<file path="config.mk">
export PLATFORM = sky130hd
export DESIGN_NAME = ccm_counter
export DESIGN_NICKNAME = d
export VERILOG_FILES = /design/src/hw/ccm_pkg.sv /design/src/hw/ccm_sync.sv /design/src/hw/ccm_hold.sv /design/src/hw/ccm_counter.sv
export SDC_FILE = /design/constraint.sdc
export NUM_CORES = 1
export LEC_CHECK = 0
export BUFFER_PORTS_ARGS = -buffer_cell sky130_fd_sc_hd__buf_2
export CAP_MARGIN = 15
export CORE_MARGIN = 4
export CORE_UTILIZATION = 60
export CTS_CLUSTER_SIZE = 24
export DETAILED_ROUTE_END_ITERATION = 8
export PLACE_DENSITY = 0.83
export SLEW_MARGIN = 10
export SYNTH_ARGS = -nofsm -noshare
export SYNTH_HDL_FRONTEND = slang
export SYNTH_HIERARCHICAL = 1
export SYNTH_SLANG_ARGS = --single-unit
</file>
<file path="constraint.sdc">
create_clock -name clk -period 6.4 [get_ports clk]
set_clock_uncertainty 0.1 [all_clocks]
set_input_delay 0.32 -clock clk [delete_from_list [all_inputs] [get_ports clk]]
set_output_delay 0.32 -clock clk [all_outputs]
set_load 0.03 [all_outputs]
</file>
<file path="src/hw/ccm_pkg.sv">
package ccm_pkg;

    // ------------------------------------------------------------------
    // bus and register map
    // ------------------------------------------------------------------
    localparam int          ADDR_W      = 8;
    localparam int          DATA_W      = 32;
    localparam int          CNT_W_DEF   = 32;
    localparam logic [7:0]  CTRL_OFS    = 8'h00;
    localparam logic [7:0]  STAT_OFS    = 8'h04;
    localparam logic [7:0]  COUNT_OFS   = 8'h08;
    localparam logic [7:0]  SAVE_OFS    = 8'h0c;

    // ------------------------------------------------------------------
    // field positions and reset values
    // ------------------------------------------------------------------
    localparam int          CTRL_MODE_LSB  = 0;
    localparam int          CTRL_GFALL_BIT = 3;
    localparam int          CTRL_SFALL_BIT = 4;
    localparam int          CTRL_DIR_LSB   = 5;
    localparam int          CTRL_ARM_BIT   = 8;
    localparam int          CTRL_DISARM_BIT = 9;
    localparam int          STAT_ARMED_BIT = 0;
    localparam int          STAT_DONE_BIT  = 1;
    localparam int          STAT_OVR_BIT   = 2;
    localparam int          STAT_GATE_BIT  = 3;
    localparam int          STAT_SAVED_BIT = 4;
    localparam logic [31:0] UNMAPPED_RD    = 32'h0000_0000;

    // ------------------------------------------------------------------
    // timing: input synchroniser depth, bus answer latency
    // ------------------------------------------------------------------
    localparam int          SYNC_STAGES = 2;
    localparam int          ACK_CYCLES  = 1;

    typedef enum logic [2:0] {
        MODE_EDGE_CUM    = 3'h0,
        MODE_EDGE_NONCUM = 3'h1,
        MODE_PW_SINGLE   = 3'h2,
        MODE_PW_BUF      = 3'h3,
        MODE_PER_SINGLE  = 3'h4,
        MODE_PER_BUF     = 3'h5,
        MODE_SEMI_SINGLE = 3'h6,
        MODE_SEMI_BUF    = 3'h7
    } ccm_mode_t;

    typedef enum logic [1:0] {
        DIR_UP   = 2'h0,
        DIR_DOWN = 2'h1,
        DIR_EXT  = 2'h2,
        DIR_RSVD = 2'h3
    } ccm_dir_t;

    typedef enum logic [1:0] {
        ST_IDLE = 2'h0,
        ST_WAIT = 2'h1,
        ST_RUN  = 2'h2,
        ST_DONE = 2'h3
    } ccm_state_t;

endpackage : ccm_pkg

</file>
<file path="src/hw/ccm_sync.sv">
`timescale 1ns/1ps

module ccm_sync #(
    parameter int N = 3
) (
    input  wire logic         clk,
    input  wire logic         reset_n,
    input  wire logic [N-1:0] async_i,
    output logic      [N-1:0] lvl_o,
    output logic      [N-1:0] rise_o,
    output logic      [N-1:0] fall_o
);
    logic [N-1:0] meta_ff;
    logic [N-1:0] sync_ff;
    logic [N-1:0] last_ff;

    // ------------------------------------------------------------------
    // two flops, then a third only for edge detection
    // ------------------------------------------------------------------
    // meta_ff feeds sync_ff and nothing else
    always_ff @(posedge clk or negedge reset_n) begin
        if (!reset_n) begin
            meta_ff <= '0;
            sync_ff <= '0;
            last_ff <= '0;
        end else begin
            meta_ff <= async_i;
            sync_ff <= meta_ff;
            last_ff <= sync_ff;
        end
    end

    assign lvl_o  = sync_ff;
    assign rise_o = sync_ff & ~last_ff;
    assign fall_o = ~sync_ff & last_ff;

endmodule : ccm_sync

</file>
<file path="src/hw/ccm_hold.sv">
`timescale 1ns/1ps

module ccm_hold #(
    parameter int W = 32
) (
    input  wire logic         clk,
    input  wire logic         reset_n,
    input  wire logic         push_i,
    input  wire logic [W-1:0] data_i,
    output logic              ovr_o,
    output logic              valid_o,
    output logic      [W-1:0] data_o,
    input  wire logic         ready_i
);
    logic         valid_ff;
    logic [W-1:0] data_ff;
    logic         room;

    // a full slot that is not draining refuses the new value
    assign room  = ~valid_ff | ready_i;
    assign ovr_o = push_i & ~room;

    // ------------------------------------------------------------------
    // single entry handed to the dma engine
    // ------------------------------------------------------------------
    always_ff @(posedge clk or negedge reset_n) begin
        if (!reset_n) begin
            valid_ff <= 1'b0;
        end else if (push_i && room) begin
            valid_ff <= 1'b1;
        end else if (ready_i) begin
            valid_ff <= 1'b0;
        end
    end

    always_ff @(posedge clk or negedge reset_n) begin
        if (!reset_n) begin
            data_ff <= '0;
        end else if (push_i && room) begin
            data_ff <= data_i;
        end
    end

    assign valid_o = valid_ff;
    assign data_o  = data_ff;

endmodule : ccm_hold

</file>
<file path="src/hw/ccm_counter.sv">
// The address map and the Wishbone slave port were decided locally.
`timescale 1ns/1ps

module ccm_counter
    import ccm_pkg::*;
#(
    parameter int CNT_W = ccm_pkg::CNT_W_DEF
) (
    input  wire logic                       clk,
    input  wire logic                       reset_n,
    input  wire logic                       wb_cyc_i,
    input  wire logic                       wb_stb_i,
    input  wire logic                       wb_we_i,
    input  wire logic [ccm_pkg::ADDR_W-1:0] wb_adr_i,
    input  wire logic [3:0]                 wb_sel_i,
    input  wire logic [ccm_pkg::DATA_W-1:0] wb_dat_i,
    output logic      [ccm_pkg::DATA_W-1:0] wb_dat_o,
    output logic                            wb_ack_o,
    input  wire logic                       gate_i,
    input  wire logic                       source_i,
    input  wire logic                       dir_i,
    output logic                            cap_valid_o,
    output logic      [CNT_W-1:0]           cap_data_o,
    input  wire logic                       cap_ready_i
);
    import ccm_pkg::*;

    // ------------------------------------------------------------------
    // decode helpers
    // ------------------------------------------------------------------
    function automatic logic mode_is_pw(input ccm_mode_t m);
        return m == MODE_PW_SINGLE || m == MODE_PW_BUF ||
               m == MODE_SEMI_SINGLE;
    endfunction : mode_is_pw

    function automatic logic mode_is_single(input ccm_mode_t m);
        return m == MODE_PW_SINGLE || m == MODE_PER_SINGLE ||
               m == MODE_SEMI_SINGLE;
    endfunction : mode_is_single

    function automatic logic mode_is_edge(input ccm_mode_t m);
        return m == MODE_EDGE_CUM || m == MODE_EDGE_NONCUM;
    endfunction : mode_is_edge

    // +1 or -1 in two's complement; wrap is free
    function automatic logic [CNT_W-1:0] step_of(input ccm_dir_t d,
                                                 input logic up_lvl);
        logic up;
        up = (d == DIR_UP) || (d == DIR_EXT && up_lvl);
        return up ? CNT_W'(1) : '1;
    endfunction : step_of

    logic                 ack_ff;
    logic [DATA_W-1:0]    dat_ff;
    ccm_mode_t            mode_ff;
    logic                 gfall_ff;
    logic                 sfall_ff;
    ccm_dir_t             dir_ff;
    logic                 arm_ff;
    logic                 disarm_ff;
    ccm_state_t           state_ff;
    ccm_state_t           nxt_state;
    logic [CNT_W-1:0]     count_ff;
    logic [CNT_W-1:0]     nxt_count;
    logic [CNT_W-1:0]     save_ff;
    logic                 saved_ff;
    logic                 ovr_ff;
    logic                 req;
    logic                 wr_ctrl;
    logic                 wr_stat;
    logic [2:0]           s_lvl;
    logic [2:0]           s_rise;
    logic [2:0]           s_fall;
    logic                 g_lead;
    logic                 g_trail;
    logic                 g_act;
    logic                 src_edge;
    logic                 cnt_en;
    logic [CNT_W-1:0]     count_plus;
    logic [CNT_W-1:0]     cap_val;
    logic                 cap_evt;
    logic                 capture;
    logic                 push;
    logic                 ovr_p;

    // ------------------------------------------------------------------
    // input synchronisers: 0 gate, 1 source, 2 direction
    // ------------------------------------------------------------------
    ccm_sync #(
        .N       (3)
    ) u_sync (
        .clk     (clk),
        .reset_n (reset_n),
        .async_i ({dir_i, source_i, gate_i}),
        .lvl_o   (s_lvl),
        .rise_o  (s_rise),
        .fall_o  (s_fall)
    );

    // gate polarity picks sample edge, pulse level and period edge
    assign g_lead   = gfall_ff ? s_fall[0] : s_rise[0];
    assign g_trail  = gfall_ff ? s_rise[0] : s_fall[0];
    assign g_act    = s_lvl[0] ^ gfall_ff;
    assign src_edge = sfall_ff ? s_fall[1] : s_rise[1];

    // ------------------------------------------------------------------
    // wishbone slave, answer one cycle after the request
    // ------------------------------------------------------------------
    assign req     = wb_cyc_i & wb_stb_i & ~ack_ff;
    assign wr_ctrl = req & wb_we_i & (wb_adr_i == CTRL_OFS);
    assign wr_stat = req & wb_we_i & (wb_adr_i == STAT_OFS) & wb_sel_i[0];

    always_ff @(posedge clk or negedge reset_n) begin
        if (!reset_n) begin
            ack_ff <= 1'b0;
        end else begin
            ack_ff <= req;
        end
    end

    // unmapped addresses still answer, with zero
    always_ff @(posedge clk or negedge reset_n) begin
        if (!reset_n) begin
            dat_ff <= UNMAPPED_RD;
        end else if (req && !wb_we_i) begin
            unique case (wb_adr_i)
                CTRL_OFS:  dat_ff <= DATA_W'({dir_ff, sfall_ff, gfall_ff,
                                              mode_ff});
                STAT_OFS:  dat_ff <= DATA_W'({saved_ff, s_lvl[0], ovr_ff,
                                              state_ff == ST_DONE,
                                              state_ff != ST_IDLE});
                COUNT_OFS: dat_ff <= DATA_W'(count_ff);
                SAVE_OFS:  dat_ff <= DATA_W'(save_ff);
                default:   dat_ff <= UNMAPPED_RD;
            endcase
        end
    end

    assign wb_ack_o = ack_ff;
    assign wb_dat_o = dat_ff;

    // ------------------------------------------------------------------
    // configuration, low byte lane
    // ------------------------------------------------------------------
    always_ff @(posedge clk or negedge reset_n) begin
        if (!reset_n) begin
            mode_ff  <= MODE_EDGE_CUM;
            gfall_ff <= 1'b0;
            sfall_ff <= 1'b0;
            dir_ff   <= DIR_UP;
        end else if (wr_ctrl && wb_sel_i[0]) begin
            mode_ff  <= ccm_mode_t'(wb_dat_i[CTRL_MODE_LSB +: 3]);
            gfall_ff <= wb_dat_i[CTRL_GFALL_BIT];
            sfall_ff <= wb_dat_i[CTRL_SFALL_BIT];
            dir_ff   <= ccm_dir_t'(wb_dat_i[CTRL_DIR_LSB +: 2]);
        end
    end

    // arm acts a cycle late so it sees a mode written alongside it
    always_ff @(posedge clk or negedge reset_n) begin
        if (!reset_n) begin
            arm_ff    <= 1'b0;
            disarm_ff <= 1'b0;
        end else begin
            arm_ff    <= wr_ctrl & wb_sel_i[1] & wb_dat_i[CTRL_ARM_BIT];
            disarm_ff <= wr_ctrl & wb_sel_i[1] & wb_dat_i[CTRL_DISARM_BIT];
        end
    end

    // ------------------------------------------------------------------
    // counting and capture decisions
    // ------------------------------------------------------------------
    assign count_plus = count_ff + step_of(dir_ff, s_lvl[2]);
    // pulse-width style modes count only inside the active level
    assign cnt_en  = src_edge & (~mode_is_pw(mode_ff) | g_act);
    assign cap_val = cnt_en ? count_plus : count_ff;

    always_comb begin
        unique case (mode_ff)
            MODE_EDGE_CUM,
            MODE_EDGE_NONCUM: cap_evt = g_lead;
            MODE_PW_SINGLE,
            MODE_PW_BUF,
            MODE_SEMI_SINGLE: cap_evt = g_trail;
            MODE_PER_SINGLE,
            MODE_PER_BUF:     cap_evt = g_lead;
            MODE_SEMI_BUF:    cap_evt = s_rise[0] | s_fall[0];
        endcase
    end

    always_comb begin
        nxt_state = state_ff;
        nxt_count = count_ff;
        capture   = 1'b0;
        if (disarm_ff) begin
            nxt_state = ST_IDLE;
        end else if (arm_ff) begin
            nxt_count = '0;
            // measurements needing a clean start wait for a gate edge
            if (mode_is_pw(mode_ff) || mode_ff == MODE_PER_SINGLE) begin
                nxt_state = ST_WAIT;
            end else begin
                nxt_state = ST_RUN;
            end
        end else begin
            unique case (state_ff)
                ST_IDLE,
                ST_DONE: nxt_state = state_ff;
                ST_WAIT: if (g_lead) begin
                    nxt_state = ST_RUN;
                    nxt_count = '0;
                end
                ST_RUN: begin
                    if (cnt_en) begin
                        nxt_count = count_plus;
                    end
                    if (cap_evt) begin
                        capture = 1'b1;
                        // pulse modes keep the width readable; in MODE_PW_BUF the next
                        // leading edge restarts it from zero, the single ones stop
                        if (mode_ff != MODE_EDGE_CUM &&
                            !mode_is_pw(mode_ff)) begin
                            nxt_count = '0;
                        end
                        if (mode_is_single(mode_ff)) begin
                            nxt_state = ST_DONE;
                        end else if (mode_ff == MODE_PW_BUF) begin
                            nxt_state = ST_WAIT;
                        end
                    end
                end
            endcase
        end
    end

    always_ff @(posedge clk or negedge reset_n) begin
        if (!reset_n) begin
            state_ff <= ST_IDLE;
        end else begin
            state_ff <= nxt_state;
        end
    end

    // full width register, wraps with no overflow flag
    always_ff @(posedge clk or negedge reset_n) begin
        if (!reset_n) begin
            count_ff <= '0;
        end else begin
            count_ff <= nxt_count;
        end
    end

    // ------------------------------------------------------------------
    // save register and dma hand-over
    // ------------------------------------------------------------------
    always_ff @(posedge clk or negedge reset_n) begin
        if (!reset_n) begin
            save_ff  <= '0;
            saved_ff <= 1'b0;
        end else if (arm_ff) begin
            saved_ff <= 1'b0;
        end else if (capture) begin
            save_ff  <= cap_val;
            saved_ff <= 1'b1;
        end
    end

    assign push = capture & ~mode_is_single(mode_ff);

    // one slot only: the dma engine must keep pace or values drop
    ccm_hold #(
        .W       (CNT_W)
    ) u_hold (
        .clk     (clk),
        .reset_n (reset_n),
        .push_i  (push),
        .data_i  (cap_val),
        .ovr_o   (ovr_p),
        .valid_o (cap_valid_o),
        .data_o  (cap_data_o),
        .ready_i (cap_ready_i)
    );

    // sticky drop flag, write one to clear; a new drop beats the clear
    always_ff @(posedge clk or negedge reset_n) begin
        if (!reset_n) begin
            ovr_ff <= 1'b0;
        end else if (ovr_p) begin
            ovr_ff <= 1'b1;
        end else if (wr_stat && wb_dat_i[STAT_OVR_BIT]) begin
            ovr_ff <= 1'b0;
        end
    end
endmodule : ccm_counter

</file>
# Word level (Yosys, flattened, before mapping)
# Index checks and enable logic that the tools add are counted.
op_classes:
  add_sub_neg: 1
  eq_ne: 19
  mux: 30
  bitwise: 27
  n_reduce_logical: 30
ops:
  columns: ["op", "count"]
  rows:
  - ["$mux W32", 6]
  - ["$pmux W32 S4", 1]
  - ["$pmux W32 S2", 1]
  - ["$add A32 B32 Y32", 1]
  - ["$eq A8 B4 Y1 const B", 2]
  - ["$mux W2", 7]
  - ["$mux W1", 13]
  - ["$and A1 B1 Y1", 12]
  - ["$eq A3 B3 Y1 const B", 4]
  - ["$eq A8 B3 Y1 const B", 1]
  - ["$logic_not A8 Y1", 1]
  - ["$ne A4 B4 Y1 const B", 2]
  - ["$reduce_bool A2 Y1", 4]
  - ["$not A1 Y1", 7]
  - ["$eq A2 B2 Y1 const B", 3]
  - ["$eq A3 B2 Y1 const B", 2]
  - ["$logic_and A1 B1 Y1", 6]
  - ["$logic_or A1 B1 Y1", 6]
  - ["$ne A3 B3 Y1 const B", 2]
  - ["$reduce_bool A3 Y1", 2]
  - ["$ne A5 B5 Y1 const B", 1]
  - ["$and A2 B2 Y2", 2]
  - ["$logic_not A2 Y1", 2]
  - ["$not A2 Y2", 2]
  - ["other kinds (14)", 17]
totals:
  ff_bits: 151
  input_bits: 53
  out_inout_bits: 66
  word_cells: 125

# Logic depth before layout (Yosys ltp)
# Gate-level depths: netlist of the first run.
depth:
  depth_word: 11
  ltp_mapped: 14
  mapped_depth_nobuf: 13

# Cells and area by module
# Netlist of the first run, hierarchy kept.
modules_own_cells:
  columns: ["module", "instances", "cells_each", "area_per_inst_um2", "seq_area_each_um2"]
  rows:
  - ["ccm_counter", 1, 757, 6687.7, 2752.6]
  - ["ccm_hold", 1, 73, 1395.1, 825.8]
  - ["ccm_sync", 1, 15, 277.8, 225.2]

# Worst setup path before layout of the first run
# OpenSTA, ideal clock, no wires.
synth_path:
  kind: "register to register"
  start: "register u_sync.sync_ff[2] (netlist: u_sync/lvl_o[2])"
  end: "register u_hold.data_ff[24] (netlist: u_hold/data_o[24])"
  setup_time_ns: 0.125
  arrival_ns: 3.224
  t_required_ns: 6.175
  path_slack_ns: 2.951
  stages_incl_launch_ff: 14
  path_cell_list: "dfrtp_1 inv_1 a21o_1 ha_1 a211oi_1 nor2_1 o31a_1 o211ai_2 a31oi_1 a311oi_1 xnor2_1 nand2_1 nand2_1 mux2_4"
synth_via:
  elab_chain_cells: 5
synth_lines:
  columns: ["item", "line_no", "text"]
  rows:
  - ["from (decl)", "ccm_sync.sv:14", "logic [N-1:0] sync_ff;"]
  - ["from (signal assigned)", "ccm_sync.sv:28", "sync_ff <= meta_ff;"]
  - ["$logic_and A1 B1 Y1", "ccm_counter.sv:49", "up = (d == DIR_UP) || (d == DIR_EXT && up_lvl);"]
  - ["$logic_or A1 B1 Y1", "ccm_counter.sv:49", null]
  - ["$mux W32", "ccm_counter.sv:50", "return up ? CNT_W'(1) : '1;"]
  - ["$add A32 B32 Y32", "ccm_counter.sv:173", "assign count_plus = count_ff + step_of(dir_ff, s_lvl[2]);"]
  - ["$mux W32", "ccm_counter.sv:176", "assign cap_val = cnt_en ? count_plus : count_ff;"]
  - ["named net cap_val[24]", "ccm_counter.sv:80", "logic [CNT_W-1:0] cap_val;"]
  - ["to (signal assigned)", "ccm_hold.sv:40", "data_ff <= data_i;"]
  - ["to (decl)", "ccm_hold.sv:16", "logic [W-1:0] data_ff;"]
# The timed path passes the listed nets, and every way through them passes these cells.
# A chain may end at the register's enable or synchronous reset.

# Worst setup path in the final report of the first run
layout_path:
  start: "register dir_ff[1]"
  end: "register u_hold.data_ff[29] (netlist: u_hold/data_o[29])"
layout_via:
  elab_chain_cells: 6
layout_lines:
  columns: ["item", "line_no", "text"]
  rows:
  - ["from (decl)", "ccm_counter.sv:58", "ccm_dir_t dir_ff;"]
  - ["from (signal assigned)", "ccm_counter.sv:155", "dir_ff <= ccm_dir_t'(wb_dat_i[CTRL_DIR_LSB +: 2]);"]
  - ["$eq A2 B2 Y1", "ccm_counter.sv:49", null]
  - ["$logic_and A1 B1 Y1", "ccm_counter.sv:49", null]
  - ["$logic_or A1 B1 Y1 *", "ccm_counter.sv:49", null]
  - ["$mux W32 *", "ccm_counter.sv:50", null]
  - ["$add A32 B32 Y32 *", "ccm_counter.sv:173", null]
  - ["$mux W32 *", "ccm_counter.sv:176", null]
  - ["named net cap_val[29]", "ccm_counter.sv:80", null]
# Mark *: on every way through the listed nets, which the timed path passes. The rest lies on a longest branch.

==> key figures, run 1 <==
Outcome
  • Status: finished clean

Min path
  • Hold Path Origin: wb_dat_i[1]
  • Hold Crit Class: input pin to flip-flop
  • Hold EP: mode_ff[1]$_DFFE_PN0P_
  • Hold Path Depth: 2

Layout
  • Final nets: 1014
  • Area growth, synth to finish: 15.7%
  • Layout cell share with drive strength beyond 1: ~22%
  • Fillcell total: 948
  • N_diodes: 0
  • Post-Layout Inst Area: about 0.0096 mm2

STA
  • Final setup violation count: 0
  • Final min period: between 3 and 4 ns
  • Final worst-path cycle share: slightly below 60%
  • Setup WS post-layout: about 2.7 ns
  • Post-route setup TNS: 0 ns
  • Slew HR: ~27%
  • Worst-Margin Slew: approximately 1.1 ns
  • Fmax: 0.268 GHz
  • Fin. Hold Viols: 0
  • RSZ-0062 raised after global routing: false
  • Pins over their slew limit: 0

Floorplan
  • Starting density of the core: approximately 62%
  • Row cnt: 42
  • Core ar.: around 0.013 mm2
  • Top Ports: roughly 120
  • Die Y: 126 um
  • Die Footprint: 0.0158 mm2
  • Die X: about 130 um

Clocking
  • Worst skew pair latency: between 0.4 and 0.5 ns
  • Reg clk slew, reported paths: about 0.06 ns
  • Clock root cell: clkbuf_16
  • Clock buffer count from CTS: 17
  • # H-tree levels: 4
  • CTS Buffer Depth: 2
  • CTS tree: built
  • # clock sinks: between 150 and 200
  • # resized after CTS: 0

Power
  • Leakage power: just under 0.005 uW
  • PwrDens: 279 mW/mm2
  • Worst vdd ir: 0.000169 V

Global routing
  • Initial antenna violation count: 0
  • Number of global-route vias before repair: roughly 6600
  • Grt total ovfl: 0
  • GRT Total Usage: roughly a quarter
  • First-pass GRT wire length: between 30000 and 40000 um
  • Largest net degree at the start of global routing: a little under 80

Placed design
  • Placement Setup Slack: approximately 2.3 ns
  • Placer congestion estimate: ~0.98
  • DP Wirelength: between 10000 and 15000 um
  • IO Port Bufs: 93
  • Post-DP Area: 0.00887 mm2

Worst setup path
  • Type of element capturing the critical path: flip-flop
  • Worst r2r src: dir_ff[1]$_DFFE_PN0P_
  • Critical path startpoint category: flip-flop
  • Worst R2R Setup Slack: between 2 and 3 ns
  • Critical Path AT: around 3.9 ns
  • R2r worst-path depth: 13
  • Worst r2r dst: u_hold/data_o[29]$_DFFE_PN0P_
  • Critical-path maximum fanout: 25
  • WP data required: about 6.6 ns
  • WS Path Type: flip-flop to flip-flop

Yosys
  • Syn nets: 930
  • Post-Syn Instances: 842
  • Syn_area_per_cell: around 9.9 um2
  • Yosys warns: 6
  • Cell area after synthesis: 0.00832 mm2

Detailed routing
  • WL final: between 15000 and 20000 um
  • Vias post-DR: ~6700
  • Wire per inst: roughly 18 um
  • Antenna-violating nets left: 0
  • Drt first-iter violations: 524
  • DRC Markers: 0
  • Number of vias per cell: 6.00
  • Router iterations before antenna repair: 5

Job
  • Max-Cap Viols: 0
-- flip-flops by register name, indices dropped and copies added (netlist names), 2 cells and up --
register and flops:
count_ff 32, save_ff 32, u_hold/data_o 32, wb_dat_o 32
mode_ff 3, u_sync/lvl_o 3, u_sync/meta_ff 3, dir_ff 2
state_ff 2, u_sync/last_ff 2
-- worst max-delay path by stage --
stage	from	endpoint
global placement	u_sync/lvl_o[2]$_DFF_PN0_	u_hold/data_o[24]$_DFFE_PN0P_
CTS	u_sync/lvl_o[2]$_DFF_PN0_	u_hold/data_o[29]$_DFFE_PN0P_
detailed placement	u_sync/lvl_o[2]$_DFF_PN0_	u_hold/data_o[24]$_DFFE_PN0P_
finish	dir_ff[1]$_DFFE_PN0P_	u_hold/data_o[29]$_DFFE_PN0P_
floorplan	u_sync/lvl_o[2]$_DFF_PN0_	u_hold/data_o[24]$_DFFE_PN0P_
global route	dir_ff[0]$_DFFE_PN0P_	u_hold/data_o[29]$_DFFE_PN0P_
-- metrics by stage --
step                power [uW]  std cells  hold WS (ns)  utilization, %
floorplan                 1440        842       -0.0756               -
global placement          1570       1075         0.235            66.2
CTS                       2690       1114        0.0128            71.6
global route              2790       1115        0.0194            71.8
detailed placement        1590       1075         0.241            66.2
finish                    2690       1115        0.0261            71.8
-- critical path, stage by stage (launching register included) --
cell and delay (ns):
dfrtp_1 0.40, a21o_1 0.32, buf_16 0.24, ha_1 0.37
o21ai_0 0.15, o21bai_2 0.21, a31oi_2 0.16, o31a_1 0.37
o21ai_2 0.22, nand3_1 0.12, o41ai_2 0.28, xnor2_1 0.22
o21ai_0 0.14, mux2_4 0.29
-- repair_timing --
action,in CTS,in global routing
endpoints found under the hold margin,80,0
setup buffers,0,0
hold buffers,7,0
-- placed cells by master, fill, tap and decap left out, types with 8 or more instances in the layout --
master     count
a21o_1        17
a21oi_1       45
a221oi_1      26
a22o_1        12
buf_2         92
clkbuf_16     17
dfrtp_1      151
ha_1          34
inv_1         24
mux2_2        19
mux2_4        32
nand2_1      132
nand3_1       14
nand4_1        8
nor2_1        92
o21ai_0       62
xnor2_1       21
xor2_1        11
-- power breakdown --
group	switching (uW)	internal (uW)
registers	56.6	1030
logic	347	160
clock network	380	716
total	783	1910
-- metal layers --
metal	GRT usage, %	up-vias	routed length (um)
met3	5.46	34	1340
li1	-	3162	-
met2	39.8	267	9070
met4	8.08	0	340
met5	0	-	0
met1	34.2	3226	9000
-- cell type report --
type                       count  area (um2)  area share (%)
multi-input combinational    624        4260            44.2
tap                          176         220            2.29
inverter                      24        90.1           0.936
sequential                   151        3780            39.3
clock buffer                  26         519            5.40
timing repair buffer         108         622            6.46
clock inverter                 6         135            1.40
(Power assumes the default switching activity.)
==> run 2, diff against run 1 <==
ABC_AREA = 1   (was default)
CORE_UTILIZATION = 59   (was 60)
PLACE_DENSITY = 0.81   (was 0.83)
clock period = 3.5 ns   (was 6.4 ns; I/O delays follow)
==> run 2 against run 1 <==
Global-route usage up 4.8 points. Critical path depth rose by 1. Maximum frequency is 29% higher. Non-clock buffer count up 16. Core utilization is 3.1 points lower. Sequential share of layout area down 4.5 points. Clock power up 71%. Power rose to 3.4 times the previous value. Synthesized cell count is 62% higher. Via count rose by 40%.
==> key figures, run 2 <==
Min path
  • Hold Crit Class: input pin to flip-flop (unchanged)
  • Hold Path Depth: 4 (was 2)
  • Hold Path Origin: wb_sel_i[0] (was wb_dat_i[1])

Power
  • Comb power frac: 50.3% (was 18.9%)
  • Worst vdd ir: 0.000462 V (was 0.000169 V)
  • Switching share of power: 47.6% (was 29.1%)
  • Clk pwr share: 20.9% (was 40.7%)
  • Leakage power: 0.00639 uW (was 0.00482 uW)
  • Internal power: 4730 uW (was 1910 uW)
  • Sequential Power Share: 28.8% (was 40.4%)
  • PwrDens: 830 mW/mm2 (was 279 mW/mm2)
  • Net switching power: 4300 uW (was 783 uW)

Worst setup path
  • Worst r2r dst: u_hold/data_o[24]$_DFFE_PN0P_ (was u_hold/data_o[29]$_DFFE_PN0P_)
  • R2r worst-path depth: 14 (was 13)
  • Slowest CP cell: a21boi_0 (was dfrtp_1)
  • Crit path cell chain: inv_1 > o21ai_2 > buf_12 > ha_1 > nand2_1 > nor2_1 > inv_1 > nor3_1 > nand3_1 > nand4_1 > nand2_1 > a21boi_0 > nand3_1 > nand2_1 (was a21o_1 > buf_16 > ha_1 > o21ai_0 > o21bai_2 > a31oi_2 > o31a_1 > o21ai_2 > nand3_1 > o41ai_2 > xnor2_1 > o21ai_0 > mux2_4)
  • Worst R2R Setup Slack: 0.60 ns (was 2.67 ns)
  • Most frequent CP cell: nand2_1 (was o21ai_0)
  • WS Path Type: flip-flop to flip-flop (unchanged)
  • CP endpoint: u_hold/data_o[24]$_DFFE_PN0P_ (was u_hold/data_o[29]$_DFFE_PN0P_)
  • Critical Path AT: 3.17 ns (was 3.93 ns)
  • WP data required: 3.76 ns (was 6.60 ns)
  • Delay-heaviest family, CP: simple AND/OR/NAND/NOR gates (was compound AO/OA/AOI/OAI gates)
  • CP max stage delay: 0.43 ns (was 0.40 ns)
  • Worst r2r src: dir_ff[0]$_DFFE_PN0P_ (was dir_ff[1]$_DFFE_PN0P_)
  • Type of element capturing the critical path: flip-flop (unchanged)
  • Cell count along the critical path: 14 (was 13)
  • WP buf/inv: 3 (was 1)
  • Origin of the worst setup path: dir_ff[0]$_DFFE_PN0P_ (was dir_ff[1]$_DFFE_PN0P_)
  • Critical-path maximum fanout: 32 (was 25)
  • Critical path startpoint category: flip-flop (unchanged)

Clocking
  • CTS Buffer Depth: 2 (unchanged)
  • Worst skew pair latency: 0.43 ns (was 0.42 ns)
  • CTS tree: built (unchanged)
  • Setup bufs post-CTS: 0 (unchanged)
  • # H-tree levels: 4 (unchanged)
  • Clock root cell: clkbuf_16 (unchanged)
  • # clock sinks: 151 (unchanged)
  • Hold-fix buffers, CTS: 17 (was 7)
  • # resized after CTS: 0 (unchanged)
  • Clock buffer count from CTS: 17 (unchanged)
  • Reg clk slew, reported paths: 0.07 ns (was 0.06 ns)

STA
  • Slew HR: 30.8% (was 27.1%)
  • Fmax: 0.345 GHz (was 0.268 GHz)
  • RSZ-0062 raised after global routing: false (unchanged)
  • Final worst-path cycle share: 82.9% (was 58.3%)
  • Post-route setup TNS: 0 ns (unchanged)
  • Worst-Margin Slew: 1.04 ns (was 1.09 ns)
  • Final min period: 2.90 ns (was 3.73 ns)
  • Hold Slack: 0.0558 ns (was 0.0261 ns)
  • Final setup violation count: 0 (unchanged)
  • Setup WS post-layout: 0.599 ns (was 2.67 ns)
  • Pins over their slew limit: 0 (unchanged)
  • Fin. Hold Viols: 0 (unchanged)

Yosys
  • Post-Syn Instances: 1366 (was 842)
  • Cell area after synthesis: 0.00951 mm2 (was 0.00832 mm2)
  • Yosys warns: 6 (unchanged)
  • Syn_area_per_cell: 6.96 um2 (was 9.88 um2)
  • Syn nets: 1454 (was 930)

Detailed routing
  • Drt first-iter violations: 941 (was 524)
  • DRC Markers: 0 (unchanged)
  • Antenna-violating nets left: 0 (unchanged)
  • WL final: 26700 um (was 19800 um)
  • Router iterations before antenna repair: 5 (unchanged)
  • Wire per inst: 15.7 um (was 17.7 um)
  • Number of vias per cell: 5.53 (was 6.00)
  • Vias post-DR: 9369 (was 6689)

Job
  • Max-Cap Viols: 0 (unchanged)

Placed design
  • DP Wirelength: 19000 um (was 12700 um)
  • IO Port Bufs: 93 (unchanged)
  • Placement Setup Slack: 0.743 ns (was 2.31 ns)
  • Dpl cells: 1645 (was 1075)
  • Post-DP Area: 0.0101 mm2 (was 0.00887 mm2)
  • Placer congestion estimate: 0.945 (was 0.976)

Global routing
  • GRT Total Usage: 29.7% (was 24.9%)
  • First-pass GRT wire length: 43300 um (was 32200 um)
  • Grt total ovfl: 0 (unchanged)
  • Number of global-route vias before repair: 8575 (was 6558)
  • Largest net degree at the start of global routing: 58 (was 78)
  • Initial antenna violation count: 0 (unchanged)

Layout
  • Sequential cell area: 0.00378 mm2 (unchanged)
  • Fillcell total: 1261 (was 948)
  • Non-Filler Instances: 1694 (was 1115)
  • N_diodes: 0 (unchanged)
  • Post-Layout Inst Area: 0.0109 mm2 (was 0.00962 mm2)
  • Layout cell share with drive strength beyond 1: 13.2% (was 21.9%)
  • Multi-input logic area: 0.00467 mm2 (was 0.00426 mm2)
  • Most common cell after layout, fill and taps aside: nand2_1 (was dfrtp_1)
  • Final nets: 1553 (was 1014)
  • Most frequent cells in the layout: nand2_1, inv_1, dfrtp_1 (was dfrtp_1, nand2_1, nor2_1, buf_2, o21ai_0)
  • Area growth, synth to finish: 14.3% (was 15.7%)

Floorplan
  • Die X: 135 um (was 126 um)
  • Row cnt: 46 (was 42)
  • Core ar.: 0.0158 mm2 (was 0.0134 mm2)
  • Die Footprint: 0.0182 mm2 (was 0.0158 mm2)
  • Top Ports: 119 (unchanged)
  • Starting density of the core: 60.1% (was 62.1%)
  • Die Y: 135 um (was 126 um)

Outcome
  • Status: finished clean (unchanged)
[run 2: cell count changes in the layout (fill, tap and decap cells not counted), sizes merged, moves of 8 or more]
cell	before	now
nor2	94	60
a21boi	0	8
nand2	133	525
mux2	51	0
inv	24	218
dlygate4sd3	7	17
a21o	17	5
o21ai	66	80
a22o	12	0
a221oi	26	0
clkbuf	26	17
nand3	14	142
xnor2	21	0
o22ai	0	16
[run 2: cell type report]
class / count / share of cell area, %
timing repair buffer: 124 / 6.98
multi-input combinational: 961 / 43.0
clock buffer: 17 / 3.91
tap: 216 / 2.48
sequential: 151 / 34.7
clock inverter: 15 / 1.67
inverter: 210 / 7.25
[run 2: worst min-delay path by stage]
stage	end	slack [ns]
after floorplan	arm_ff$_DFF_PN0_	-0.22
after global placement	u_hold/data_o[22]$_DFFE_PN0P_	0.05
after detailed placement	u_hold/data_o[22]$_DFFE_PN0P_	0.06
after CTS	ovr_ff$_DFFE_PN0P_	0.05
after global routing	ovr_ff$_DFFE_PN0P_	0.07
final	ovr_ff$_DFFE_PN0P_	0.06
[run 2: per-layer routing]
metal  up-vias  GRT usage (%)  part of all wire [%]
li1       4487              -                     -
met1      4324           43.6                    44
met2       496           45.4                    44
met3        62           5.74                    10
met4         0           8.12                   2.3
met5         -              0                     0
[run 2: through the flow]
stage	util, %	total power (uW)
finish	68.7	9030
global route	68.7	9740
CTS	68.7	8950
detailed placement	63.8	7020
global placement	63.8	6900
floorplan	-	5890
[run 2: power by group through the flow]
stage / clock network [uW] / registers [uW] / logic [uW]
final: 1880 / 2600 / 4540
after global routing: 1970 / 2640 / 5130
after CTS: 1890 / 2580 / 4480
after detailed placement: 0 / 2600 / 4420
after global placement: 0 / 2580 / 4330
after floorplan: 0 / 2840 / 3050
[run 2: worst register-to-register path, stage by stage (launching register included)]
cell and delay (ns):
dfrtp_1 0.38, inv_1 0.09, o21ai_2 0.08, buf_12 0.18, ha_1 0.42, nand2_1 0.11, nor2_1 0.15, inv_1 0.08
nor3_1 0.20, nand3_1 0.14, nand4_1 0.11, nand2_1 0.11, a21boi_0 0.43, nand3_1 0.16, nand2_1 0.10
